## src/logic/rtv_pkg.sv

```systemverilog
// shared constants, register map and helpers for the divisional trip logic
package rtv_pkg;

  // ------------------------------------------------------------------
  // structure
  // ------------------------------------------------------------------
  localparam int NGRP  = 4;
  localparam int NCOPY = 3;
  localparam int NBRK  = 2;
  localparam int NTMR  = 3;
  localparam logic [2:0] VOTE_NEED = 3'h2;
  localparam logic [2:0] COPY_NEED = 3'h2;

  // ------------------------------------------------------------------
  // register map (byte addresses) and fields
  // ------------------------------------------------------------------
  localparam logic [7:0] ADDR_CTRL  = 8'h00;
  localparam logic [7:0] ADDR_STAT  = 8'h04;
  localparam logic [7:0] ADDR_MAINT = 8'h08;
  localparam logic [7:0] ADDR_PARAM = 8'h0c;
  localparam logic [7:0] ADDR_TIMER = 8'h10;
  localparam int CTRL_RST_BIT    = 0;
  localparam int CTRL_TSTART_LSB = 1;
  localparam int MAINT_CONN_BIT  = 0;
  localparam int MAINT_GRP_LSB   = 1;
  localparam int MAINT_OOS_LSB   = 3;
  localparam int MAINT_DIV_BIT   = 7;
  localparam logic [31:0] PARAM_RST = 32'h0;
  localparam logic [7:0]  MAINT_RST = 8'h00;

  // ------------------------------------------------------------------
  // timing: 24 h monitoring timers at 25 MHz
  // ------------------------------------------------------------------
  localparam longint PAM_HOURS     = 24;
  localparam longint SEC_PER_HOUR  = 3600;
  localparam longint CLK_HZ        = 25000000;
  localparam longint PAM_CYCLES_DF = PAM_HOURS * SEC_PER_HOUR * CLK_HZ;
  localparam int     TMR_W         = 42;

  typedef enum {BRK_ARMED, BRK_TRIPPED} rtv_brk_st_t;

  // number of set bits in a four-bit vote word
  function automatic logic [2:0] rtv_ones4(input logic [3:0] v);
    rtv_ones4 = 3'({2'h0, v[0]} + {2'h0, v[1]} + {2'h0, v[2]} + {2'h0, v[3]});
  endfunction

endpackage

```

## src/logic/rtv_brk.sv

```systemverilog
// breaker interface: two-out-of-three vote, priority and coil drive paths
`timescale 1ns/100ps
module rtv_brk
  import rtv_pkg::*;
(
  input  wire logic             pclk,
  input  wire logic             presetn,
  input  wire logic [NCOPY-1:0] trip_copy,
  input  wire logic             manual_trip,
  input  wire logic             pcs_open,
  input  wire logic             permissive,
  input  wire logic             trip_reset,
  output logic                  uv_out,
  output logic                  shunt_out,
  output logic                  tripped
);

  rtv_brk_st_t st, next_st;
  logic        auto_trip, demand, pcs_ok, next_energize;

  // ------------------------------------------------------------------
  // priority: manual and automatic first, plant control last
  // ------------------------------------------------------------------
  assign auto_trip = rtv_ones4({1'b0, trip_copy}) >= COPY_NEED;
  // manual switch bypasses the voter entirely, so a dead voter cannot block it
  assign demand = auto_trip | manual_trip;
  assign pcs_ok = permissive & ~demand;
  assign next_energize = (next_st == BRK_ARMED) & ~(pcs_ok & pcs_open);

  // latch: only an explicit reset with demand gone re-arms
  always_comb begin
    next_st = st;
    unique case (st)
      BRK_ARMED:   if (demand) next_st = BRK_TRIPPED;
      BRK_TRIPPED: if (trip_reset && !demand) next_st = BRK_ARMED;
    endcase
  end

  // both paths drop together; either alone opens the breaker
  always_ff @(posedge pclk or negedge presetn) begin
    if (!presetn) begin
      st        <= BRK_TRIPPED;
      uv_out    <= 1'b0;
      shunt_out <= 1'b0;
      tripped   <= 1'b1;
    end else begin
      st        <= next_st;
      uv_out    <= next_energize;
      shunt_out <= next_energize;
      tripped   <= next_st == BRK_TRIPPED;
    end
  end
endmodule

```

## src/logic/rtv_division.sv

```systemverilog
// one division of trip voting, actuation priority and maintenance access
// Function
// - Voter takes four group trip inputs
// - Trip when two of four vote
// - Breaker trips on two of three copies
// - Separate undervoltage and shunt drive paths
// - Trip drops both coil outputs together
// - One breaker per parallel path
// - Priority logic takes three command sources
// - Highest priority command drives each breaker
// - Manual trip always works, voter regardless
// - Plant control needs permissive, no demand
// - Manual switch bypasses digital processing; here it skips only the voter, and rtv_brk still latches and flops it
// - Breaker and bus status go to maintenance
// - Parameter change needs out-of-service and link
// - Maintenance link reaches one group only
// - Maintenance module per group and division
// - Divisional maintenance refuses parameter changes
// - Three 24-hour monitoring timers per division
`timescale 1ns/100ps
module rtv_division
  import rtv_pkg::*;
#(
  parameter longint PAM_CYCLES = PAM_CYCLES_DF
)
(
  input  wire logic            pclk,
  input  wire logic            presetn,
  input  wire logic [7:0]      paddr,
  input  wire logic            psel,
  input  wire logic            penable,
  input  wire logic            pwrite,
  input  wire logic [31:0]     pwdata,
  output logic      [31:0]     prdata,
  output logic                 pready,
  output logic                 pslverr,
  input  wire logic [NGRP-1:0] grp_trip,
  input  wire logic [NGRP-1:0] grp_valid,
  input  wire logic            manual_trip,
  input  wire logic [NBRK-1:0] pcs_open,
  input  wire logic            nonsafety_permissive,
  input  wire logic [NBRK-1:0] brk_status,
  input  wire logic [3:0]      sdb_status,
  output logic      [NBRK-1:0] uv_out,
  output logic      [NBRK-1:0] shunt_out,
  output logic                 div_trip,
  output logic      [7:0]      maint_bus_status,
  output logic                 pam_only
);

  localparam logic [TMR_W-1:0] PAM_LAST = TMR_W'(PAM_CYCLES - 1);

  // ------------------------------------------------------------------
  // voting and breaker interfaces
  // ------------------------------------------------------------------
  logic [NGRP-1:0]  votes;
  logic [NCOPY-1:0] trip_copy;
  logic [NBRK-1:0]  brk_tripped;
  logic             trip_reset;

  // group trips arrive from every group; both divisions see the same set
  rtv_vote u_vote (
    .pclk      (pclk),
    .presetn   (presetn),
    .grp_trip  (grp_trip),
    .grp_valid (grp_valid),
    .votes     (votes),
    .trip      (trip_copy)
  );

  // one breaker in each parallel path, each fed all three copies
  generate
    for (genvar b = 0; b < NBRK; b++) begin : g_brk
      rtv_brk u_brk (
        .pclk        (pclk),
        .presetn     (presetn),
        .trip_copy   (trip_copy),
        .manual_trip (manual_trip),
        .pcs_open    (pcs_open[b]),
        .permissive  (nonsafety_permissive),
        .trip_reset  (trip_reset),
        .uv_out      (uv_out[b]),
        .shunt_out   (shunt_out[b]),
        .tripped     (brk_tripped[b])
      );
    end
  endgenerate

  // ------------------------------------------------------------------
  // bus decode
  // ------------------------------------------------------------------
  logic        conn, divtgt;
  logic [1:0]  grp;
  logic [3:0]  oos;
  logic [31:0] param;
  logic [7:0]  reject_cnt;
  logic [NTMR-1:0] tdone;
  logic        acc, fire, wr_ok;
  logic        a_ctrl, a_stat, a_maint, a_param, a_tmr, mapped;
  logic        param_ok, maint_ok, err;
  logic        next_pready;
  logic [31:0] rdata;
  logic [NTMR-1:0] tstart;

  assign acc      = psel & penable;
  assign fire     = acc & pready;
  assign a_ctrl   = paddr == ADDR_CTRL;
  assign a_stat   = paddr == ADDR_STAT;
  assign a_maint  = paddr == ADDR_MAINT;
  assign a_param  = paddr == ADDR_PARAM;
  assign a_tmr    = paddr == ADDR_TIMER;
  assign mapped   = a_ctrl | a_stat | a_maint | a_param | a_tmr;
  // calibration lands only with link up, the selected group out of service and divtgt clear
  assign param_ok = conn & oos[grp] & ~divtgt;
  // while linked, the selected group cannot be swapped for another
  assign maint_ok = ~conn | ~pwdata[MAINT_CONN_BIT] | (pwdata[MAINT_GRP_LSB +: 2] == grp);
  assign err      = ~mapped | (pwrite & (a_stat | a_tmr)) | (pwrite & a_param & ~param_ok)
                  | (pwrite & a_maint & ~maint_ok);
  assign wr_ok    = fire & pwrite & ~err;
  // one wait cycle, so every answer comes from a flip-flop
  assign next_pready = acc & ~pready;
  assign tstart   = (wr_ok & a_ctrl) ? pwdata[CTRL_TSTART_LSB +: NTMR] : '0;

  // read mux; status words collect live state for the maintenance side
  assign rdata = a_stat  ? {6'h00, reject_cnt, sdb_status, brk_status, brk_tripped,
                            uv_out, shunt_out, div_trip, 1'b0, votes} :
                 a_maint ? {24'h0, divtgt, oos, grp, conn} :
                 a_param ? param :
                 a_tmr   ? {28'h0, pam_only, tdone} :
                 32'h0;

  // ------------------------------------------------------------------
  // apb answer
  // ------------------------------------------------------------------
  always_ff @(posedge pclk or negedge presetn) begin
    if (!presetn) begin
      pready  <= 1'b0;
      pslverr <= 1'b0;
      prdata  <= 32'h0;
    end else begin
      pready  <= next_pready;
      pslverr <= next_pready & err;
      prdata  <= (next_pready & ~pwrite) ? rdata : 32'h0;
    end
  end

  // ------------------------------------------------------------------
  // maintenance registers
  // ------------------------------------------------------------------
  always_ff @(posedge pclk or negedge presetn) begin
    if (!presetn) begin
      conn   <= MAINT_RST[MAINT_CONN_BIT];
      grp    <= MAINT_RST[MAINT_GRP_LSB +: 2];
      oos    <= MAINT_RST[MAINT_OOS_LSB +: 4];
      divtgt <= MAINT_RST[MAINT_DIV_BIT];
    end else if (wr_ok && a_maint) begin
      conn   <= pwdata[MAINT_CONN_BIT];
      grp    <= pwdata[MAINT_GRP_LSB +: 2];
      oos    <= pwdata[MAINT_OOS_LSB +: 4];
      divtgt <= pwdata[MAINT_DIV_BIT];
    end
  end

  // parameter store; refused writes only bump the counter
  always_ff @(posedge pclk or negedge presetn) begin
    if (!presetn) begin
      param      <= PARAM_RST;
      reject_cnt <= 8'h00;
    end else begin
      if (wr_ok && a_param) begin
        param <= pwdata;
      end
      if (fire && pwrite && err && reject_cnt != 8'hff) begin
        reject_cnt <= reject_cnt + 8'h01;
      end
    end
  end

  // trip reset is a one-cycle pulse from a control write
  always_ff @(posedge pclk or negedge presetn) begin
    if (!presetn) begin
      trip_reset <= 1'b0;
    end else begin
      trip_reset <= wr_ok & a_ctrl & pwdata[CTRL_RST_BIT];
    end
  end

  // ------------------------------------------------------------------
  // monitoring-only timers
  // ------------------------------------------------------------------
  generate
    for (genvar t = 0; t < NTMR; t++) begin : g_tmr
      logic             run, done, expire;
      logic [TMR_W-1:0] cnt;
      assign expire = run & (cnt == PAM_LAST);
      // restart clears done, but an expiry in the same cycle still sets it; done holds until restarted
      always_ff @(posedge pclk or negedge presetn) begin
        if (!presetn) begin
          run  <= 1'b0;
          done <= 1'b0;
          cnt  <= '0;
        end else if (tstart[t]) begin
          run  <= 1'b1;
          done <= expire;
          cnt  <= '0;
        end else if (expire) begin
          run  <= 1'b0;
          done <= 1'b1;
        end else if (run) begin
          cnt  <= cnt + TMR_W'(1);
        end
      end
      assign tdone[t] = done;
    end
  endgenerate

  // ------------------------------------------------------------------
  // outputs toward the maintenance bus and the division
  // ------------------------------------------------------------------
  always_ff @(posedge pclk or negedge presetn) begin
    if (!presetn) begin
      maint_bus_status <= 8'h00;
      div_trip         <= 1'b1;
      pam_only         <= 1'b0;
    end else begin
      maint_bus_status <= {sdb_status, brk_status, uv_out};
      div_trip         <= trip_copy[0];
      pam_only         <= |tdone;
    end
  end
endmodule

```

## src/logic/rtv_vote.sv

```systemverilog
// two-out-of-four coincidence voter with input synchronisers
`timescale 1ns/100ps
module rtv_vote
  import rtv_pkg::*;
(
  input  wire logic             pclk,
  input  wire logic             presetn,
  input  wire logic [NGRP-1:0]  grp_trip,
  input  wire logic [NGRP-1:0]  grp_valid,
  output logic      [NGRP-1:0]  votes,
  output logic      [NCOPY-1:0] trip
);

  logic [NGRP-1:0] s1_trip, s1_valid, s2_trip, s2_valid;
  logic [NGRP-1:0] next_votes;

  // missing or invalid group counts as a trip vote
  assign next_votes = s2_trip | ~s2_valid;

  // two stages, then vote; reset leaves every group invalid, so all vote trip
  always_ff @(posedge pclk or negedge presetn) begin
    if (!presetn) begin
      s1_trip  <= '0;
      s1_valid <= '0;
      s2_trip  <= '0;
      s2_valid <= '0;
      votes    <= '1;
      trip     <= '1;
    end else begin
      s1_trip  <= grp_trip;
      s1_valid <= grp_valid;
      s2_trip  <= s1_trip;
      s2_valid <= s1_valid;
      votes    <= next_votes;
      trip     <= {NCOPY{rtv_ones4(next_votes) >= VOTE_NEED}};
    end
  end
endmodule

```

## config.mk

```make
export PLATFORM = sky130hd
export DESIGN_NAME = rtv_division
export DESIGN_NICKNAME = d
export VERILOG_FILES = /design/src/logic/rtv_pkg.sv /design/src/logic/rtv_brk.sv /design/src/logic/rtv_division.sv /design/src/logic/rtv_vote.sv
export SDC_FILE = /design/constraint.sdc
export NUM_CORES = 1
export LEC_CHECK = 0
export ABC_AREA = 1
export BUFFER_PORTS_ARGS = -buffer_cell sky130_fd_sc_hd__buf_2
export CAP_MARGIN = 15
export CORE_MARGIN = 5
export CORE_UTILIZATION = 55
export DETAILED_ROUTE_END_ITERATION = 12
export GPL_TIMING_DRIVEN = 0
export PLACE_DENSITY = 0.79
export SLEW_MARGIN = 10
export SYNTH_ARGS = -nofsm -noshare
export SYNTH_HDL_FRONTEND = slang
export SYNTH_SLANG_ARGS = --single-unit
```

## constraint.sdc

```tcl
create_clock -name pclk -period 4.35 [get_ports pclk]
set_clock_uncertainty 0.15 [all_clocks]
set_input_delay 0.435 -clock pclk [delete_from_list [all_inputs] [get_ports pclk]]
set_output_delay 0.435 -clock pclk [all_outputs]
set_load 0.05 [all_outputs]
```

**Yosys cells after proc, flatten, opt, wreduce, memory -nomap -nowiden**

Index checks and enable logic that the tools add are counted.

- $add $sub $neg: 9
- $lt $le $gt $ge: 3
- Equality and inequality tests: 16
- Mux-type cells: 35
- Bitwise operators: 49
- Reductions and logical operators: 22

Operator list:

| operator | count |
|---|---|
| 42-bit two-way mux | 9 |
| 32-bit two-way mux | 8 |
| 32-bit zero test | 4 |
| 32-bit one-hot mux with 2 select lines | 2 |
| 42-bit by 1-bit adder with 42-bit output (second input constant) | 3 |
| 42-bit by 41-bit equality test with 1-bit output (second input constant) | 3 |
| 32-bit by 1-bit equality test with 1-bit output (second input constant) | 2 |
| 32-bit by 2-bit equality test with 1-bit output (second input constant) | 2 |
| 1-bit bitwise AND | 24 |
| 8-bit by 4-bit equality test with 1-bit output (second input constant) | 2 |
| 1-bit two-way mux | 13 |
| 1-bit NOT | 12 |
| 2-bit nonzero test | 6 |
| 1-bit OR | 11 |
| 8-bit by 1-bit adder with 8-bit output (second input constant) | 1 |
| 8-bit by 3-bit equality test with 1-bit output (second input constant) | 1 |
| 8-bit by 5-bit equality test with 1-bit output (second input constant) | 1 |
| 8-bit zero test | 1 |
| 8-bit != test (second input constant) | 1 |
| 3-bit by 1-bit adder with 3-bit output | 2 |
| 3-bit by 2-bit greater-or-equal comparator with 1-bit output (second input constant) | 2 |
| 1-bit logical AND | 6 |
| 2-bit != test (second input constant) | 3 |
| 2-bit AND reduction | 3 |
| other kinds (11) | 12 |

- Register bits: 314
- Bits of input ports: 63
- Word-level logic and storage cells: 168

**Depth between registers and ports, before layout**

Gate-level depths: netlist (run 1).

- Word-level depth: 15
- Depth in mapped cells: 14
- Depth with buffers taken out: 13

**Hierarchy**

From an unflattened synthesis (run 1), not the netlist that was laid out.

- Cell total of the unflattened synthesis: 2111
- Area, all modules: 16193.0 um^2

By module, submodules not included:

| module | times used | cells an instance | area an instance (um^2) |
|---|---|---|---|
| rtv_division | 1 | 1716 | 12582.1 |
| rtv_brk | 2 | 180 | 1500.2 |
| rtv_vote | 1 | 35 | 610.6 |

**Worst setup path before layout (run 1)**

OpenSTA, ideal clock, no wires.

- Kind: register to register
- From: register g_tmr[2].cnt[0]
- To: register g_tmr[2].cnt[16]
- Setup time: 0.120 ns
- Arrival time: 1.826 ns
- Data required time: 4.080 ns
- Path slack: 2.254 ns
- Stages on the path, launching flop included: 14
- Buffers on the path: 1
- Clock period less this slack: 2.096 ns
- Cells stage by stage: dfrtp_1 > ha_1 > nand2_1 > nor2_1 > nand3_1 > nor2_1 > inv_2 > nor2_4 > nand2_4 > nand2_4 > buf_6 > o21bai_1 > o21ai_0 > nor2_1

- Cells in the longest elaborated chain, start to end: 4
- Elaborated cells between the ends (all ways): 8
- Those cells by class: add/sub (1); eq/ne (2); mux (3); bitwise (1); reduce/logical (1)

Ends and longest elaborated chain:

| element | line | source |
|---|---|---|
| start: declaration | rtv_division.sv:194 | `logic [TMR_W-1:0] cnt;` |
| start signal: assignment | rtv_division.sv:210 | `cnt <= cnt + TMR_W'(1);` |
| 42-bit by 1-bit adder with 42-bit output or 42-bit by 41-bit equality test with 1-bit output (tied branches) | rtv_division.sv:210, rtv_division.sv:195 |  |
| 42-bit two-way mux or 1-bit bitwise AND (tied branches) | rtv_division.sv:209, rtv_division.sv:195 |  |
| 42-bit two-way mux or 2-bit != test (tied branches) | n/a |  |
| 42-bit two-way mux or 2-bit AND reduction (tied branches) | n/a |  |

Several ways; a longest one is shown, not always the timed one. The select of a mux whose other input is x is not followed.
A chain may end at the register's enable or synchronous reset.

**Final worst setup path (run 1)**

- From: register g_tmr[1].cnt[0]
- To: register g_tmr[1].cnt[17]

- Cells in the longest elaborated chain, start to end: 4
- Elaborated cells between the ends (all ways): 8
- Those cells by class: add/sub (1); eq/ne (2); mux (3); bitwise (1); reduce/logical (1)

Ends and longest elaborated chain:

| element | line |
|---|---|
| start: declaration | rtv_division.sv:194 |
| start signal: assignment | rtv_division.sv:210 |
| 42-bit by 1-bit adder with 42-bit output or 42-bit by 41-bit equality test with 1-bit output (tied branches) | rtv_division.sv:210, rtv_division.sv:195 |
| 42-bit two-way mux or 1-bit bitwise AND (tied branches) | rtv_division.sv:209, rtv_division.sv:195 |
| 42-bit two-way mux or 2-bit != test (tied branches) | n/a |
| 42-bit two-way mux or 2-bit AND reduction (tied branches) | n/a |

Several ways; a longest one is shown, not always the timed one. The select of a mux whose other input is x is not followed.

==> results of run 1 <==
==> worst max-delay path, delay by kind of cell (launching register included) <==
family                   cells  cell delay (ps)
AND/OR/NAND/NOR              6             1350
AO/OA/AOI/OAI                1              130
buffers and inverters        3              490
flip-flops                   1              430
adder cells (fa/ha/maj)      1              230
==> through the flow <==
step           cell area (um^2)  cells  hold slack (ps)
5_1_grt                   18900   2686             7.37
4_1_cts                   18900   2686             6.46
6_report                  18900   2687             11.4
3_3_place_gp              17200   2584              184
2_1_floorplan             16200   2090            -10.6
3_5_place_dp              17300   2587              185
==> power by group through the flow <==
stage / clock network, uW / logic, uW / registers, uW
floorplan: 0 / 80.7 / 3050
global placement: 0 / 213 / 3040
detailed placement: 0 / 230 / 3050
CTS: 3190 / 255 / 2990
global route: 3310 / 287 / 3000
finish: 3140 / 253 / 2990
==> state kept, by name (all words and copies together) (netlist names), 2 cells and up <==
register and count:
g_tmr.cnt 126, g_brk.u_brk.st 64, param 32, prdata 32, maint_bus_status 8, reject_cnt 8, oos 4, u_vote.s1_trip 4
u_vote.s1_valid 4, u_vote.s2_trip 4, u_vote.s2_valid 4, u_vote.votes 4, g_tmr.done 3, g_tmr.run 3, g_brk.u_brk.tripped 2, g_brk.u_brk.uv_out 2
grp 2
==> final timing paths <==
path                                        start           endpoint  slack [ps]  cells past startpoint
worst max register to register    g_tmr[1].cnt[0]   g_tmr[1].cnt[17]        1470                     11
max in group asynchronous                 presetn   g_tmr[0].cnt[33]        2680                      4
worst min-delay path                   pwdata[15]          param[15]          10                      3
min in group asynchronous                 presetn          param[29]         230                      2
worst max-delay path              g_tmr[1].cnt[0]   g_tmr[1].cnt[17]        1470                     11
worst min register to register  u_vote.s1_trip[3]  u_vote.s2_trip[3]         190                      0
==> cells in the mapped netlist, types with 4 or more instances <==
master      n  area (um^2)
a21o_1      4         30.0
a21oi_1    29          145
a31o_2     11         96.3
a41oi_1     4         35.0
buf_2      19         95.1
buf_4      12         90.1
buf_6      11          124
clkbuf_1   18         67.6
dfrtp_1   304         7610
dfstp_2    10          263
ha_1        6         75.1
inv_1     300         1130
inv_2      12         45.0
nand2_1   493         1850
nand2_2     7         43.8
nand3_1   206         1030
nand3_2    11          110
nand4_1    77          482
nor2_1    302         1130
nor2_2      9         56.3
nor2_4      5         56.3
nor3_1     62          310
nor3_2      5         50.1
nor4_1     13         81.3
o21ai_0    50          250
o21ai_1    19         95.1
o21bai_1   15          113
xnor2_1     6         52.6
xor2_1     29          254
==> cell type report <==
cell class	count	area [um^2]
plain buffers	66	418
diodes	1	2.50
clock inverters	16	231
repair buffers	148	993
well taps	384	480
fillers	2484	9980
multi-input cells	1398	6710
flip-flops and latches	314	7870
clock buffers	48	1010
inverters	312	1170
==> metal layers <==
layer	track usage, %	up-vias	wire length [um]
met4	7.87	2	1140
met5	0	-	12
met1	35.2	6964	17900
met3	4.08	87	3280
met2	42.6	546	19800
li1	-	7034	-
==> what timing repair did <==
| action | 4_1_cts | 5_1_grt |
|---|---|---|
| hold endpoints to repair | 70 | 0 |
| hold buffers | 35 | 0 |
| buffers inserted | 0 | 0 |
==> cells by family (layout without fill, tap and decap cells) <==
family                   count (synthesis)  after routing  synth area share, %
flip-flops                             314            314                 48.7
AO/OA/AOI/OAI                          145            145                 5.38
XOR/XNOR                                35             35                 1.90
AND/OR/NAND/NOR                       1212           1212                 33.8
adder cells (fa/ha/maj)                  6              6                0.464
buffers and inverters                  378            590                 9.83
other                                    0              1                    0
==> cells in the final DEF (no fill, tap or decap), drive strengths merged, types with 4 or more instances in the layout <==
master / synthesis / layout
dlygate4sd3: 0 / 35
dfstp: 10 / 10
ha: 6 / 6
inv: 312 / 313
nor2: 317 / 317
a31o: 11 / 11
nand2: 503 / 503
o21ai: 69 / 69
buf: 46 / 159
nor3: 68 / 68
xor2: 29 / 29
a41oi: 4 / 4
clkinv: 0 / 7
nor4: 13 / 13
bufinv: 0 / 5
clkbuf: 20 / 68
o21bai: 15 / 15
dfrtp: 304 / 304
nand4: 82 / 82
a21o: 4 / 4
xnor2: 6 / 6
a21oi: 30 / 30
nand3: 218 / 218
==> run_results.csv, run 1 <==
group,metric,value,unit
detailed_routing,first_pass_iters,6,
clock_network,clkSinkCount,314,
pwr,comb_power_share,4.0,%
layout,final_util,65.4,%
floorplan,coreArea,0.0289,mm^2
detailed_routing,vias,14600,
pwr,irDropWorstVdd,0.355,mV
pwr,power,6380,uW
timing,final-setup-viol-count,0,
detailed_routing,totalWireLength,42100,um
critical_path,slowest_delay,430,ps
placement,io_buffers,110,
pwr,p_clk_share,49.1,%
floorplan,initial_utilization,56.0,%
detailed_routing,ant_nets,0,
clock_network,clk_latency,520,ps
global_route,track_usage,25.7,%
synth,yosysWarnings,0,
synth,ys.flop_type,"dfrtp_1",
clock_network,cts_tree,"built",
clock_network,cts_max_level,2,
pwr,switching_share,22.0,%
pwr,p_int,4980,uW
placement,pre_cts_ws,1630,ps
synth,syn-num-nets,2159,
synth,netlist_instances,2090,
placement,dpl.hpwl,29600,um
pwr,p_per_area,338,mW/mm^2
flow_run,drv_cap,0,
critical_path,worst_setup_path_end_kind,"flop",
clock_network,cts-resized-gates,0,
detailed_routing,drc_errors,0,
synth,synth-seq-cells,314,
floorplan,die_w,181,um
timing,slew_violations,0,
critical_path,worstPathRequired,4610,ps
hold_path,hold_class,"in2reg",
global_route,grt_max_degree,115,
synth,ys_async_sr_fraction,100,%
clock_network,cts_buffer_depth,3,
critical_path,start_kind,"flop",
synth,synth-seq-area-share,48.7,%
clock_network,cts_buffers,35,
global_route,grt_pass1_wl,71000,um
critical_path,arrival,3140,ps
floorplan,pin_count,111,
timing,hold_viol,0,
layout,drive_gt1_share,13.1,%
pwr,p_switching,1400,uW
status,outcome,"completed",
timing,setup_slack,1470,ps
timing,slew_headroom,51.2,%
pwr,seqPwrFrac,46.9,%
global_route,antenna_found_initial,1,
timing,rsz0062_at_grt,"false",
critical_path,cp_cell_sequence,"ha_1 -> nand2_1 -> nor2_2 -> inv_1 -> nor2_2 -> nand3_1 -> nand2_1 -> buf_2 -> o21ai_0 -> nand3_1 -> inv_1",
critical_path,worst-setup-path-type,"reg2reg",
clock_network,cts_root_buf,"clkbuf_16",
timing,fin_crit,2880,ps
global_route,grt.overflow.total,0,
critical_path,cp_slowest_cell,"dfrtp_1",
timing,fmax,0.348,GHz
global_route,grt_pass1_vias,14500,
timing,worst_slew_pin_slew,727,ps
critical_path,crit_fanout,10,
clock_network,path_clk_slew,60,ps
floorplan,dieArea,0.0329,mm^2
layout,finalNetCount,2344,
placement,gp_congestion,0.971,
detailed_routing,viasPerCell,5.45,
synth,synth_edf_count,0,
floorplan,row_count,62,
layout,area_delta_synth_final,16.8,%
synth,netlist_area,0.0162,mm^2
timing,finalSetupTns,0,ps
pwr,p_leak,0.00965,uW
timing,fin_crit_sh,66.1,%
synth,ys_types,50,
detailed_routing,wl_per_cell,15.7,um
synth,avgSynthCellArea,7.74,um^2
floorplan,die_h,181,um
detailed_routing,drt-initial-drc-count,1554,
(Power assumes the default switching activity.)
==> run 2, diff against run 1 <==
- PLACE_DENSITY: 0.79 -> 0.81
- clock period: 4.35 -> 2.4 ns (I/O delays scaled with it)
==> run_results.csv, run 2 (same netlist as run 1, synthesis figures left out) <==
group,metric,value,unit
detailed_routing,vias,15000,
pwr,comb_power_share,4.4,%
layout,area_delta_synth_final,18.8,%
pwr,p_int,8750,uW
layout,finalNetCount,2375,
critical_path,worstPathRequired,2650,ps
detailed_routing,first_pass_iters,5,
global_route,use_met1,34.9,%
placement,post_dp_cell_area,0.0173,mm^2
clock_network,cts_max_level,2,
timing,slew_headroom,50.8,%
critical_path,worst-path-buf-inv,3,
timing,fin_crit,2300,ps
global_route,busiest_layer,"met2",
timing,hold_viol,0,
detailed_routing,wl_per_cell,16.2,um
clock_network,clk_latency,510,ps
timing,slew_violations,0,
detailed_routing,ant_nets,0,
global_route,track_usage,26.4,%
floorplan,die_h,181,um
status,outcome,"completed",
critical_path,cp_cell_sequence,"ha_4 -> nand2_1 -> nor2_2 -> nand3_2 -> nor2_2 -> inv_2 -> nor2_4 -> buf_4 -> a21oi_4 -> buf_2 -> a21oi_1 -> nor2_1",
global_route,grt_max_degree,99,
timing,final-setup-viol-count,0,
layout,design_area,0.0192,mm^2
global_route,grtUsageMet3,3.84,%
layout,fillers,2347,
layout,top_regs,"g_tmr.cnt x126, g_brk.u_brk.st x64",
floorplan,pin_count,111,
timing,whs,53.6,ps
detailed_routing,drt-initial-drc-count,1351,
hold_path,hold_class,"in2reg",
timing,finalSetupTns,0,ps
timing,fin_crit_sh,95.8,%
flow_run,drv_cap,0,
pwr,p_clk_share,47.5,%
critical_path,arrival,2550,ps
pwr,p_switching,2540,uW
pwr,switching_share,22.5,%
layout,mostFrequentLayoutCell,"nand2_1",
pwr,seqPwrFrac,48.1,%
critical_path,critPathMostFrequentCell,"nor2_2",
critical_path,worst-setup-path-type,"reg2reg",
layout,antennaDiodeCount,0,
global_route,grt_util_met2,44.8,%
pwr,irDropWorstVdd,0.568,mV
critical_path,worst_setup_path_end_kind,"flop",
floorplan,coreArea,0.0289,mm^2
layout,largest_reg_flops,126,
clock_network,cts_buffers,35,
placement,pre_cts_ws,-255,ps
timing,rsz0062_at_grt,"true",
layout,multiInputGateArea,0.00682,mm^2
pwr,p_leak,0.00976,uW
critical_path,crit_family,"simple AND/OR/NAND/NOR gates",
critical_path,slowest_delay,420,ps
layout,seq_area,0.00787,mm^2
global_route,grt_pass1_vias,14900,
timing,worst_slew_pin_slew,735,ps
clock_network,cts_root_buf,"clkbuf_16",
clock_network,cts_tree,"built",
clock_network,path_clk_slew,60,ps
clock_network,cts_buffer_depth,3,
layout,final_cell_mix,"492 x nand2_1, 303 x dfrtp_1, 299 x inv_1",
floorplan,die_w,181,um
layout,final_util,66.5,%
clock_network,clkSinkCount,314,
placement,io_buffers,110,
detailed_routing,totalWireLength,44100,um
detailed_routing,viasPerCell,5.53,
floorplan,initial_utilization,56.0,%
global_route,grt.overflow.total,0,
pwr,p_per_area,588,mW/mm^2
layout,drive_gt1_share,14.2,%
critical_path,start_kind,"flop",
placement,gp_congestion,0.957,
timing,fmax,0.435,GHz
floorplan,dieArea,0.0329,mm^2
timing,setup_slack,102,ps
critical_path,crit_fanout,10,
floorplan,row_count,62,
critical_path,cp_slowest_cell,"dfrtp_2",
global_route,grt_pass1_wl,73200,um
placement,dpl.hpwl,30100,um
global_route,antenna_found_initial,0,
layout,largest-register,"g_tmr.cnt",
detailed_routing,drc_errors,0,
==> run 2: worst reg2reg max path, delay by kind of cell, from the launching register on <==
family,cells,cell delay (ps)
and+or+nand+nor,6,760
adders and majority gates,1,170
AOI/OAI and AO/OA,2,270
buffers and inverters,3,430
DFF,1,420
==> run 2: worst paths after layout <==
kind | depth (start not counted) | slack [ps] | from | endpoint
hold reg to reg | 0 | 200 | u_vote.s1_valid[0] | u_vote.s2_valid[0]
setup reg to reg | 12 | 100 | g_tmr[2].cnt[0] | g_tmr[2].cnt[32]
setup / recovery | 12 | 100 | g_tmr[2].cnt[0] | g_tmr[2].cnt[32]
min in group asynchronous | 2 | 110 | presetn | prdata[30]
hold / removal | 5 | 50 | pcs_open[0] | g_brk[0].u_brk.uv_out
max in group asynchronous | 5 | 350 | presetn | u_vote.trip[0]
==> run 2: layout make-up <==
| cell class | instances | share of cell area [%] |
|---|---|---|
| flip-flops and latches | 314 | 41.0 |
| multi-input cells | 1398 | 35.5 |
| repair buffers | 179 | 6.62 |
| inverters | 312 | 6.12 |
| clock buffers | 51 | 5.14 |
| well taps | 384 | 2.50 |
| plain buffers | 66 | 2.29 |
| clock inverters | 11 | 0.834 |
==> run 2: power by group through the flow <==
stage	clock network [uW]	registers, uW	logic (uW)
final	5370	5430	493
after global routing	5690	5440	551
after CTS	5450	5430	492
after detailed placement	0	5520	420
after global placement	0	5520	388
after floorplan	0	5540	146
==> run 2: stage by stage <==
step | cells | total power, uW
after floorplan | 2090 | 5680
after global placement | 2584 | 5910
after detailed placement | 2587 | 5940
after CTS | 2704 | 11400
after global routing | 2715 | 11700
final | 2715 | 11300
==> run 2: metal layers <==
| layer | wire length [um] | part of all wire, % |
|---|---|---|
| met5 | 0 | 0 |
| met3 | 3070 | 7.0 |
| met1 | 18100 | 41 |
| met2 | 21300 | 48 |
| met4 | 1580 | 3.6 |
==> run 2: what timing repair did <==
item,4_1_cts,5_1_grt
endpoints found under the hold margin,192,0
gates resized for setup,10,39
pin swaps,1,8
buffers inserted,2,11
setup endpoints to repair,76,136
hold buffers,53,0
